===== config.mk =====
export PLATFORM = sky130hd
export DESIGN_NAME = rvs_startup_ctrl
export DESIGN_NICKNAME = d
export VERILOG_FILES = /design/src/verilog/rvs_pkg.sv /design/src/verilog/rvs_startup_ctrl.sv
export SDC_FILE = /design/constraint.sdc
export NUM_CORES = 1
export LEC_CHECK = 0
export BUFFER_PORTS_ARGS = -buffer_cell sky130_fd_sc_hd__buf_4
export CORE_UTILIZATION = 36
export DETAILED_ROUTE_END_ITERATION = 6
export SLEW_MARGIN = 20
export SYNTH_ARGS = -nofsm -noshare
export SYNTH_HDL_FRONTEND = slang
export SYNTH_SLANG_ARGS = --single-unit

===== constraint.sdc =====
create_clock -name pclk -period 3.54 [get_ports pclk]
set_clock_uncertainty 0.1 [all_clocks]
set_input_delay 0.177 -clock pclk [delete_from_list [all_inputs] [get_ports pclk]]
set_output_delay 0.177 -clock pclk [all_outputs]
set_load 0.01 [all_outputs]

===== src/verilog/rvs_pkg.sv =====
// constants and carrier types for the reset and vector start-up controller
package rvs_pkg;

    // ****************************************
    // register map (byte addresses)
    // ****************************************
    localparam logic [7:0] ADDR_CTRL  = 8'h00;
    localparam logic [7:0] ADDR_PEND  = 8'h04;
    localparam logic [7:0] ADDR_CAUSE = 8'h08;
    localparam logic [7:0] ADDR_FUSE  = 8'h0c;
    localparam logic [7:0] ADDR_STAT  = 8'h10;

    // ****************************************
    // field positions and reset values
    // ****************************************
    localparam int         NUM_IRQ     = 5;
    localparam int         CTRL_GIE    = 0;
    localparam int         CTRL_EN_LO  = 1;
    localparam int         CTRL_WDEN   = 8;
    localparam int         CAUSE_POR   = 0;
    localparam int         CAUSE_PIN   = 1;
    localparam int         CAUSE_WD    = 3;
    localparam logic [3:0] FUSE_RESET  = 4'h2;

    // ****************************************
    // vectors and timing counts
    // ****************************************
    localparam logic [9:0]  VEC_RESET    = 10'h000;
    localparam logic [9:0]  VEC_IRQ_BASE = 10'h001;
    localparam logic [15:0] CK_1K        = 16'h0400;
    localparam logic [15:0] CK_6         = 16'h0006;
    localparam logic [15:0] OSC_1K       = 16'h0400;
    localparam logic [3:0]  RESP_CYCLES  = 4'h4;
    localparam logic [3:0]  SLEEP_EXTRA  = 4'h4;

    typedef enum logic [2:0] {
        PH_HOLD = 3'b000,
        PH_WDP  = 3'b001,
        PH_MS   = 3'b010,
        PH_CK   = 3'b011,
        PH_RUN  = 3'b100,
        PH_WAKE = 3'b101
    } rvs_phase_t;

    typedef struct packed {
        logic por_low;     // supply below power-on level
        logic pin_n;       // external reset pin, low active
        logic wdt_expire;  // watchdog period expired, pulse
        logic osc_tick;    // one pulse per watchdog oscillator cycle
    } rvs_rst_src_t;

    typedef struct packed {
        logic instr_bound; // instruction boundary, pulse
        logic reti;        // return from interrupt, pulse
        logic asleep;      // core in sleep mode
        logic wake_pd;     // wake from power-down, pulse
    } rvs_core_t;

    typedef struct packed {
        rvs_phase_t         phase;
        logic [15:0]        cnt;
        logic               core_rst;
        logic               core_stall;
        logic               vec_req;
        logic [9:0]         vec_addr;
        logic               gie;
        logic [NUM_IRQ-1:0] en;
        logic               wden;
        logic [NUM_IRQ-1:0] pend;
        logic [3:0]         cause;
        logic [3:0]         fuse;
        logic               in_resp;
        logic [3:0]         resp_cnt;
        logic [2:0]         sel;
        logic [31:0]        prdata;
        logic               pready;
        logic               pslverr;
    } rvs_state_t;

endpackage


===== src/verilog/rvs_startup_ctrl.sv =====
// reset merging, start-up delay and interrupt vector control with apb access
`timescale 1ns/1ps
`default_nettype none

module rvs_startup_ctrl #(
    parameter logic [15:0] CK_16K  = 16'h4000,
    parameter logic [15:0] CK_32K  = 16'h8000,
    parameter logic [15:0] OSC_16K = 16'h4000
) (
    input  wire  logic                        pclk,       // system clock
    input  wire  logic                        presetn,    // async reset
    input  wire  logic                        psel,       // apb select
    input  wire  logic                        penable,    // apb enable
    input  wire  logic                        pwrite,     // apb direction
    input  wire  logic [7:0]                  paddr,      // apb address
    input  wire  logic [31:0]                 pwdata,     // apb write data
    output logic [31:0]                       prdata,     // apb read data
    output logic                              pready,     // apb ready
    output logic                              pslverr,    // apb error
    input  wire  rvs_pkg::rvs_rst_src_t       rst_src,    // reset causes
    input  wire  rvs_pkg::rvs_core_t          core_in,    // core status
    input  wire  logic [rvs_pkg::NUM_IRQ-1:0] irq_set,    // source pulses
    output logic                              core_reset, // core held
    output logic                              core_stall, // wake delay
    output logic                              vec_req,    // load pc pulse
    output logic [9:0]                        vec_addr    // vector address
);

    rvs_pkg::rvs_state_t s_q;
    rvs_pkg::rvs_state_t s_d;
    logic                take_irq;
    logic                wd_fire;
    logic [2:0]          win;
    logic [rvs_pkg::NUM_IRQ-1:0] ready_irq;

    // ****************************************
    // start-up delay selection
    // ****************************************
    function automatic logic [15:0] ck_target(input logic [3:0] c);
        case (c)
            4'hf, 4'he, 4'hd, 4'h9: ck_target = rvs_pkg::CK_1K;
            4'hc, 4'hb, 4'ha:       ck_target = CK_16K;
            4'h8:                   ck_target = CK_32K;
            default:                ck_target = rvs_pkg::CK_6;
        endcase
    endfunction

    function automatic logic [15:0] ms_target(input logic [3:0] c);
        case (c)
            4'he, 4'hb, 4'h6, 4'h3, 4'h0:       ms_target = rvs_pkg::OSC_1K;
            4'hd, 4'ha, 4'h9, 4'h8, 4'h5, 4'h2: ms_target = OSC_16K;
            default:                            ms_target = 16'h0000;
        endcase
    endfunction

    // ****************************************
    // fixed priority: lowest index wins
    // ****************************************
    always_comb begin
        ready_irq = s_q.pend & s_q.en;
        win = 3'h0;
        for (int i = rvs_pkg::NUM_IRQ - 1; i >= 0; i--) begin
            if (ready_irq[i]) begin
                win = 3'(i);
            end
        end
    end

    // ****************************************
    // next state
    // ****************************************
    always_comb begin
        s_d         = s_q;
        s_d.vec_req = 1'b0;
        s_d.pready  = 1'b0;
        s_d.pslverr = 1'b0;
        wd_fire     = rst_src.wdt_expire & s_q.wden &
                      (s_q.phase == rvs_pkg::PH_RUN ||
                       s_q.phase == rvs_pkg::PH_WAKE);
        take_irq    = 1'b0;

        // apb: answer in the cycle after setup, no wait states
        if (psel && !penable) begin
            s_d.pready = 1'b1;
            s_d.prdata = 32'h0000_0000;
            case (paddr)
                rvs_pkg::ADDR_CTRL: begin
                    s_d.prdata[rvs_pkg::CTRL_GIE] = s_q.gie;
                    s_d.prdata[rvs_pkg::CTRL_EN_LO +: rvs_pkg::NUM_IRQ] =
                        s_q.en;
                    s_d.prdata[rvs_pkg::CTRL_WDEN] = s_q.wden;
                end
                rvs_pkg::ADDR_PEND:  s_d.prdata[4:0] = s_q.pend;
                rvs_pkg::ADDR_CAUSE: s_d.prdata[3:0] = s_q.cause;
                rvs_pkg::ADDR_FUSE:  s_d.prdata[3:0] = s_q.fuse;
                rvs_pkg::ADDR_STAT:  s_d.prdata[7:0] =
                    {s_q.in_resp, s_q.core_stall, s_q.core_rst, 2'b00,
                     s_q.phase};
                default:             s_d.pslverr = 1'b1;
            endcase
        end
        if (psel && penable && s_q.pready && pwrite) begin
            case (paddr)
                rvs_pkg::ADDR_CTRL: begin
                    s_d.gie  = pwdata[rvs_pkg::CTRL_GIE];
                    s_d.en   = pwdata[rvs_pkg::CTRL_EN_LO +:
                                      rvs_pkg::NUM_IRQ];
                    s_d.wden = pwdata[rvs_pkg::CTRL_WDEN];
                end
                rvs_pkg::ADDR_PEND:
                    s_d.pend = s_q.pend & ~pwdata[4:0];
                rvs_pkg::ADDR_CAUSE:
                    s_d.cause = s_q.cause & pwdata[3:0];
                rvs_pkg::ADDR_FUSE:  s_d.fuse = pwdata[3:0];
                default: ;
            endcase
        end

        // return re-arms the global enable
        if (core_in.reti) begin
            s_d.gie = 1'b1;
        end

        // interrupt response countdown
        if (s_q.in_resp) begin
            if (s_q.resp_cnt == 4'h1) begin
                s_d.in_resp  = 1'b0;
                s_d.vec_req  = 1'b1;
                s_d.vec_addr = rvs_pkg::VEC_IRQ_BASE +
                               {7'h00, s_q.sel};
            end else begin
                s_d.resp_cnt = s_q.resp_cnt - 4'h1;
            end
        end else if (s_q.phase == rvs_pkg::PH_RUN &&
                     core_in.instr_bound && s_q.gie &&
                     (|ready_irq)) begin
            take_irq     = 1'b1;
            s_d.in_resp  = 1'b1;
            s_d.sel      = win;
            s_d.gie      = 1'b0;
            s_d.pend[win] = 1'b0;
            s_d.resp_cnt = core_in.asleep ?
                           rvs_pkg::RESP_CYCLES + rvs_pkg::SLEEP_EXTRA -
                           4'h1 :
                           rvs_pkg::RESP_CYCLES - 4'h1;
        end

        // source pulses set flags after the write and vectoring clears, before the hold clear,
        // so an event landing in the take cycle is lost only to a reset
        s_d.pend = s_d.pend | irq_set;

        // reset sources override the phase sequence, restarting the delay
        if (rst_src.por_low) begin
            s_d.phase = rvs_pkg::PH_HOLD;
            s_d.cnt   = 16'h0000;
            s_d.cause = 4'h1 << rvs_pkg::CAUSE_POR;
        end else if (!rst_src.pin_n) begin
            s_d.phase = rvs_pkg::PH_HOLD;
            s_d.cnt   = 16'h0000;
            s_d.cause[rvs_pkg::CAUSE_PIN] = 1'b1;
        end else if (wd_fire) begin
            s_d.phase = rvs_pkg::PH_WDP;
            s_d.cnt   = 16'h0000;
            s_d.cause[rvs_pkg::CAUSE_WD] = 1'b1;
        end else begin
            case (s_q.phase)
                // pin released or supply up, or end of watchdog pulse
                rvs_pkg::PH_HOLD, rvs_pkg::PH_WDP: begin
                    s_d.cnt   = 16'h0000;
                    s_d.phase = (ms_target(s_q.fuse) != 16'h0000) ?
                                rvs_pkg::PH_MS : rvs_pkg::PH_CK;
                end
                rvs_pkg::PH_MS: begin
                    if (rst_src.osc_tick) begin
                        if (s_q.cnt + 16'h0001 >= ms_target(s_q.fuse)) begin
                            s_d.cnt   = 16'h0000;
                            s_d.phase = rvs_pkg::PH_CK;
                        end else begin
                            s_d.cnt = s_q.cnt + 16'h0001;
                        end
                    end
                end
                rvs_pkg::PH_CK, rvs_pkg::PH_WAKE: begin
                    if (s_q.cnt + 16'h0001 >= ck_target(s_q.fuse)) begin
                        s_d.cnt        = 16'h0000;
                        s_d.phase      = rvs_pkg::PH_RUN;
                        s_d.core_stall = 1'b0;
                        if (s_q.phase == rvs_pkg::PH_CK) begin
                            s_d.vec_req  = 1'b1;
                            s_d.vec_addr = rvs_pkg::VEC_RESET;
                        end
                    end else begin
                        s_d.cnt = s_q.cnt + 16'h0001;
                    end
                end
                rvs_pkg::PH_RUN: begin
                    if (core_in.wake_pd) begin
                        s_d.phase      = rvs_pkg::PH_WAKE;
                        s_d.core_stall = 1'b1;
                        s_d.cnt        = 16'h0000;
                    end
                end
                default: s_d.phase = rvs_pkg::PH_HOLD;
            endcase
        end

        s_d.core_rst = (s_d.phase == rvs_pkg::PH_HOLD ||
                        s_d.phase == rvs_pkg::PH_WDP  ||
                        s_d.phase == rvs_pkg::PH_MS   ||
                        s_d.phase == rvs_pkg::PH_CK);

        // while the core is held, control state returns to initial values
        if (s_d.core_rst) begin
            s_d.gie        = 1'b0;
            s_d.en         = '0;
            s_d.wden       = 1'b0;
            s_d.pend       = '0;
            s_d.in_resp    = 1'b0;
            s_d.resp_cnt   = 4'h0;
            s_d.core_stall = 1'b0;
        end
    end

    always_ff @(posedge pclk or negedge presetn) begin
        if (!presetn) begin
            s_q       <= '0;
            s_q.phase <= rvs_pkg::PH_HOLD;
            s_q.core_rst <= 1'b1;
            s_q.fuse  <= rvs_pkg::FUSE_RESET;
        end else begin
            s_q <= s_d;
        end
    end

    assign prdata     = s_q.prdata;
    assign pready     = s_q.pready;
    assign pslverr    = s_q.pslverr;
    assign core_reset = s_q.core_rst;
    assign core_stall = s_q.core_stall;
    assign vec_req    = s_q.vec_req;
    assign vec_addr   = s_q.vec_addr;
endmodule

`default_nettype wire


==> results_dict.tcl <==
set metrics [dict create \
    hpwl_um 8080 \
    wirelength_um 11100 \
    routabilityCongestion 0.865 \
    slowest_delay_ps 380 \
    synth-xor-area-share_pct 1.15 \
    synth_fa_ha_area_share_pct 4.64 \
    cts.sinks 71 \
    leakagePower_nw 2.50 \
    ys_warn_count 0 \
    rsz0062_at_grt "yes" \
    async_flop_share_pct 100 \
    hold_class "input pin to register" \
    worstPathMaxFanout 7 \
    antenna_cells 0 \
    wl_met3_um 574 \
    whs_path_depth 3 \
    ys_seq_area_share_pct 38.8 \
    track_usage_pct 18.1 \
    synth_compound_area_share_pct 15.7 \
    status "completed" \
    die_h_um 115 \
    setup_viol 0 \
    clkLatencyLatePin_ps 340 \
    avgSynthCellArea_um2 9.02 \
    overflow 0 \
    vdd_drop_max_uv 212 \
    fin_crit_ps 3340 \
    synth_ff_type "dfrtp_1" \
    fillers 1173 \
    drive_above_1_share_pct 23.8 \
    row_count 40 \
    coreArea_mm2 0.0122 \
    grt_max_degree 72 \
    synth_edf_count 0 \
    wl_met1_um 5570 \
    power-per-cell-area_mw_per_mm2 337 \
    worst_r2r_endpoint "vec_addr[4]" \
    crit_cells 14 \
    first_iter_violations 304 \
    grt_pass1_wl_um 18500 \
    clkTransAtPathRegs_ps 60 \
    ys_ff_latch 71 \
    cp-startpoint "s_q[75]" \
    highest_layer "met4" \
    max_slew.worst_pin.slew_ps 941 \
    synthSimpleGateAreaFrac_pct 24.5 \
    io_pins 105 \
    fin_nets 634 \
    start_util_pct 37.5 \
    worst_path_max_delay_cell "dfrtp_1" \
    worstPathArrival_ps 3460 \
    hold_viol 0 \
    post-place-cells 707 \
    cts_root_buf "clkbuf_16" \
    cts_tree "yes" \
    grt_pass1_vias 3648 \
    cp-end-kind "register" \
    synth_cell_types 69 \
    syn-cell-area_mm2 0.00458 \
    numCtsBuffers 9 \
    reg2reg_slack_ps 200 \
    ant_nets 0 \
    startpoint_type "register" \
    worstPathRequired_ps 3670 \
    endpoint "vec_addr[4]" \
    fmax_ghz 0.300 \
    period_share_pct 94.3 \
    via_count 3787 \
    antenna_found_initial 0 \
    synth_top_family_by_area "simple AND/OR/NAND/NOR gates" \
    htree_levels 3 \
    die-width_um 115 \
    r2r_start "s_q[75]" \
    fp.dieArea_mm2 0.0132 \
    drcViolationCount 0 \
    instances_no_fill 732 \
    syn2layout_area_growth_pct 19.4 \
    drt_pre_antenna_iters 5 \
    wl_met2_um 4710 \
    slew_viol_final 0 \
    clockBufferDepth 2 \
    reg2regPathDepth 14 \
    final_core_util_pct 44.8 \
    synthMuxAreaShare_pct 4.61 \
    worstSetupPathType "register to register" \
    vias_per_cell 5.17 \
    relSlewSlack_pct 37.3 \
    drv_cap 0 \
    syn_inst 508 \
    wl_per_cell_um 15.1 \
    fin_hold_ws_ps 8.39 \
    tns_ps 0 \
    portBuffers 56 \
    cp_top_family "simple AND/OR/NAND/NOR gates" \
    power_mw 1.84 \
    path_cells "ha_1, nand3_1, nor2_4, nand4_1, xnor2_1, ha_1, nand4_1, nor4_4, o32ai_1, o32ai_2, or2_4, buf_4, a31oi_2, and2_1" \
    cp_num_buf_inv 1 \
]
==> where the power goes <==
group	switching (mW)	internal [mW]
combinational	0.0675	0.0426
clock	0.351	0.563
sequential	0.00265	0.815
==> flip-flops by register name, indices dropped and copies added (netlist names) <==
signal,flops
vec_req,1
core_stall,1
pready,1
prdata,9
core_reset,1
s_q,47
vec_addr,10
pslverr,1
==> worst min-delay path, stage by stage <==
cell	delay [ps]
buf_4	80
a31oi_1	40
nor3_2	100
==> stage by stage <==
step | cell area (um2) | setup WS, ps
after detailed placement | 5050 | 45.7
after floorplan | 4660 | 344
after global placement | 5050 | 220
after global routing | 5470 | -13.6
after CTS | 5430 | 25.0
final | 5470 | 203
==> logic make-up (layout without fill, tap and decap cells) <==
| kind of cell | after synthesis | count (layout) |
|---|---|---|
| AND/OR/NAND/NOR | 207 | 207 |
| AO/OA/AOI/OAI | 104 | 104 |
| buffers and inverters | 82 | 116 |
| flip-flops | 71 | 71 |
| multiplexers | 20 | 20 |
| adder cells (fa/ha/maj) | 17 | 17 |
| XOR/XNOR | 6 | 6 |
| other | 1 | 23 |
==> cell usage in the layout (no fill, tap or decap), types with 3 or more instances in the layout <==
master,instances
a21o_1,3
o22ai_1,5
mux2i_1,11
mux2_2,9
inv_1,14
a222oi_1,4
nand3_1,13
nand2_1,76
o211ai_1,8
a22oi_1,4
clkinvlp_4,3
a21boi_0,3
conb_1,23
nor2b_1,10
o21ai_0,27
xnor2_1,3
nand4_1,8
a31oi_1,11
nor2_1,25
nor3_1,13
nor4_1,4
buf_4,76
clkbuf_16,9
dlygate4sd3_1,8
and2_1,8
nand4b_1,4
dfrtp_1,68
and3_1,4
xor2_1,3
nand2b_1,7
a21oi_1,16
or3_1,4
nor3_2,10
ha_1,17
==> layout make-up <==
type                    instances  area (um2)  area share (%)
well taps                     168         210            3.84
inverters                      14        52.6           0.961
clock buffers                  11         243            4.44
clock inverters                 5        57.6            1.05
multi-input cells             377        2430            44.5
flip-flops and latches         71        1780            32.6
repair buffers                 86         691            12.6
==> routing by layer <==
| layer | global-route usage (%) | vias to the layer above |
|---|---|---|
| met2 | 26.9 | 126 |
| met4 | 5.97 | 0 |
| met5 | 0 | - |
| li1 | - | 1852 |
| met3 | 3.48 | 20 |
| met1 | 26.5 | 1789 |
==> worst min-delay path by stage <==
stage / endpoint / slack, ps / startpoint
floorplan: core_stall / -220 / presetn
global placement: s_q[77] / 270 / presetn
detailed placement: s_q[77] / 280 / presetn
CTS: s_q[52] / 5 / irq_set[2]
global route: s_q[44] / 10 / pwdata[2]
finish: s_q[52] / 8 / irq_set[2]
==> synthesized netlist by cell type, types with 2 or more instances <==
cell | n | share of area, %
a211oi_1 | 2 | 0.33
a21boi_0 | 3 | 0.49
a21o_1 | 3 | 0.49
a21oi_1 | 16 | 1.7
a222oi_1 | 4 | 0.87
a22oi_1 | 4 | 0.66
a31oi_1 | 12 | 1.6
and2_1 | 8 | 1.1
and3_1 | 4 | 0.55
and4_4 | 2 | 0.49
buf_2 | 7 | 0.76
buf_4 | 42 | 6.9
clkbuf_1 | 17 | 1.4
dfrtp_1 | 69 | 38
dfstp_2 | 2 | 1.1
ha_1 | 17 | 4.6
inv_1 | 14 | 1.1
mux2_2 | 9 | 2.2
mux2i_1 | 11 | 2.4
nand2_1 | 76 | 6.2
nand2b_1 | 7 | 0.96
nand3_1 | 13 | 1.4
nand3b_1 | 2 | 0.33
nand4_1 | 8 | 1.1
nand4_2 | 2 | 0.55
nand4b_1 | 4 | 0.76
nor2_1 | 26 | 2.1
nor2b_1 | 10 | 1.4
nor3_1 | 13 | 1.4
nor3_2 | 10 | 2.2
nor4_1 | 4 | 0.55
nor4_2 | 3 | 0.82
o211ai_1 | 8 | 1.3
o21ai_0 | 27 | 2.9
o22ai_1 | 5 | 0.68
o31a_1 | 2 | 0.38
o31ai_1 | 2 | 0.33
or3_1 | 4 | 0.55
or4_1 | 2 | 0.33
xnor2_1 | 3 | 0.57
xor2_1 | 3 | 0.57
==> what timing repair did <==
item | in CTS | in global routing
hold endpoints to repair | 78 | 0
resized for setup | 0 | 6
setup endpoints to repair | 0 | 44
hold buffers | 8 | 0
buffers inserted | 0 | 1
No activity file was read; power rests on OpenSTA's default activity.
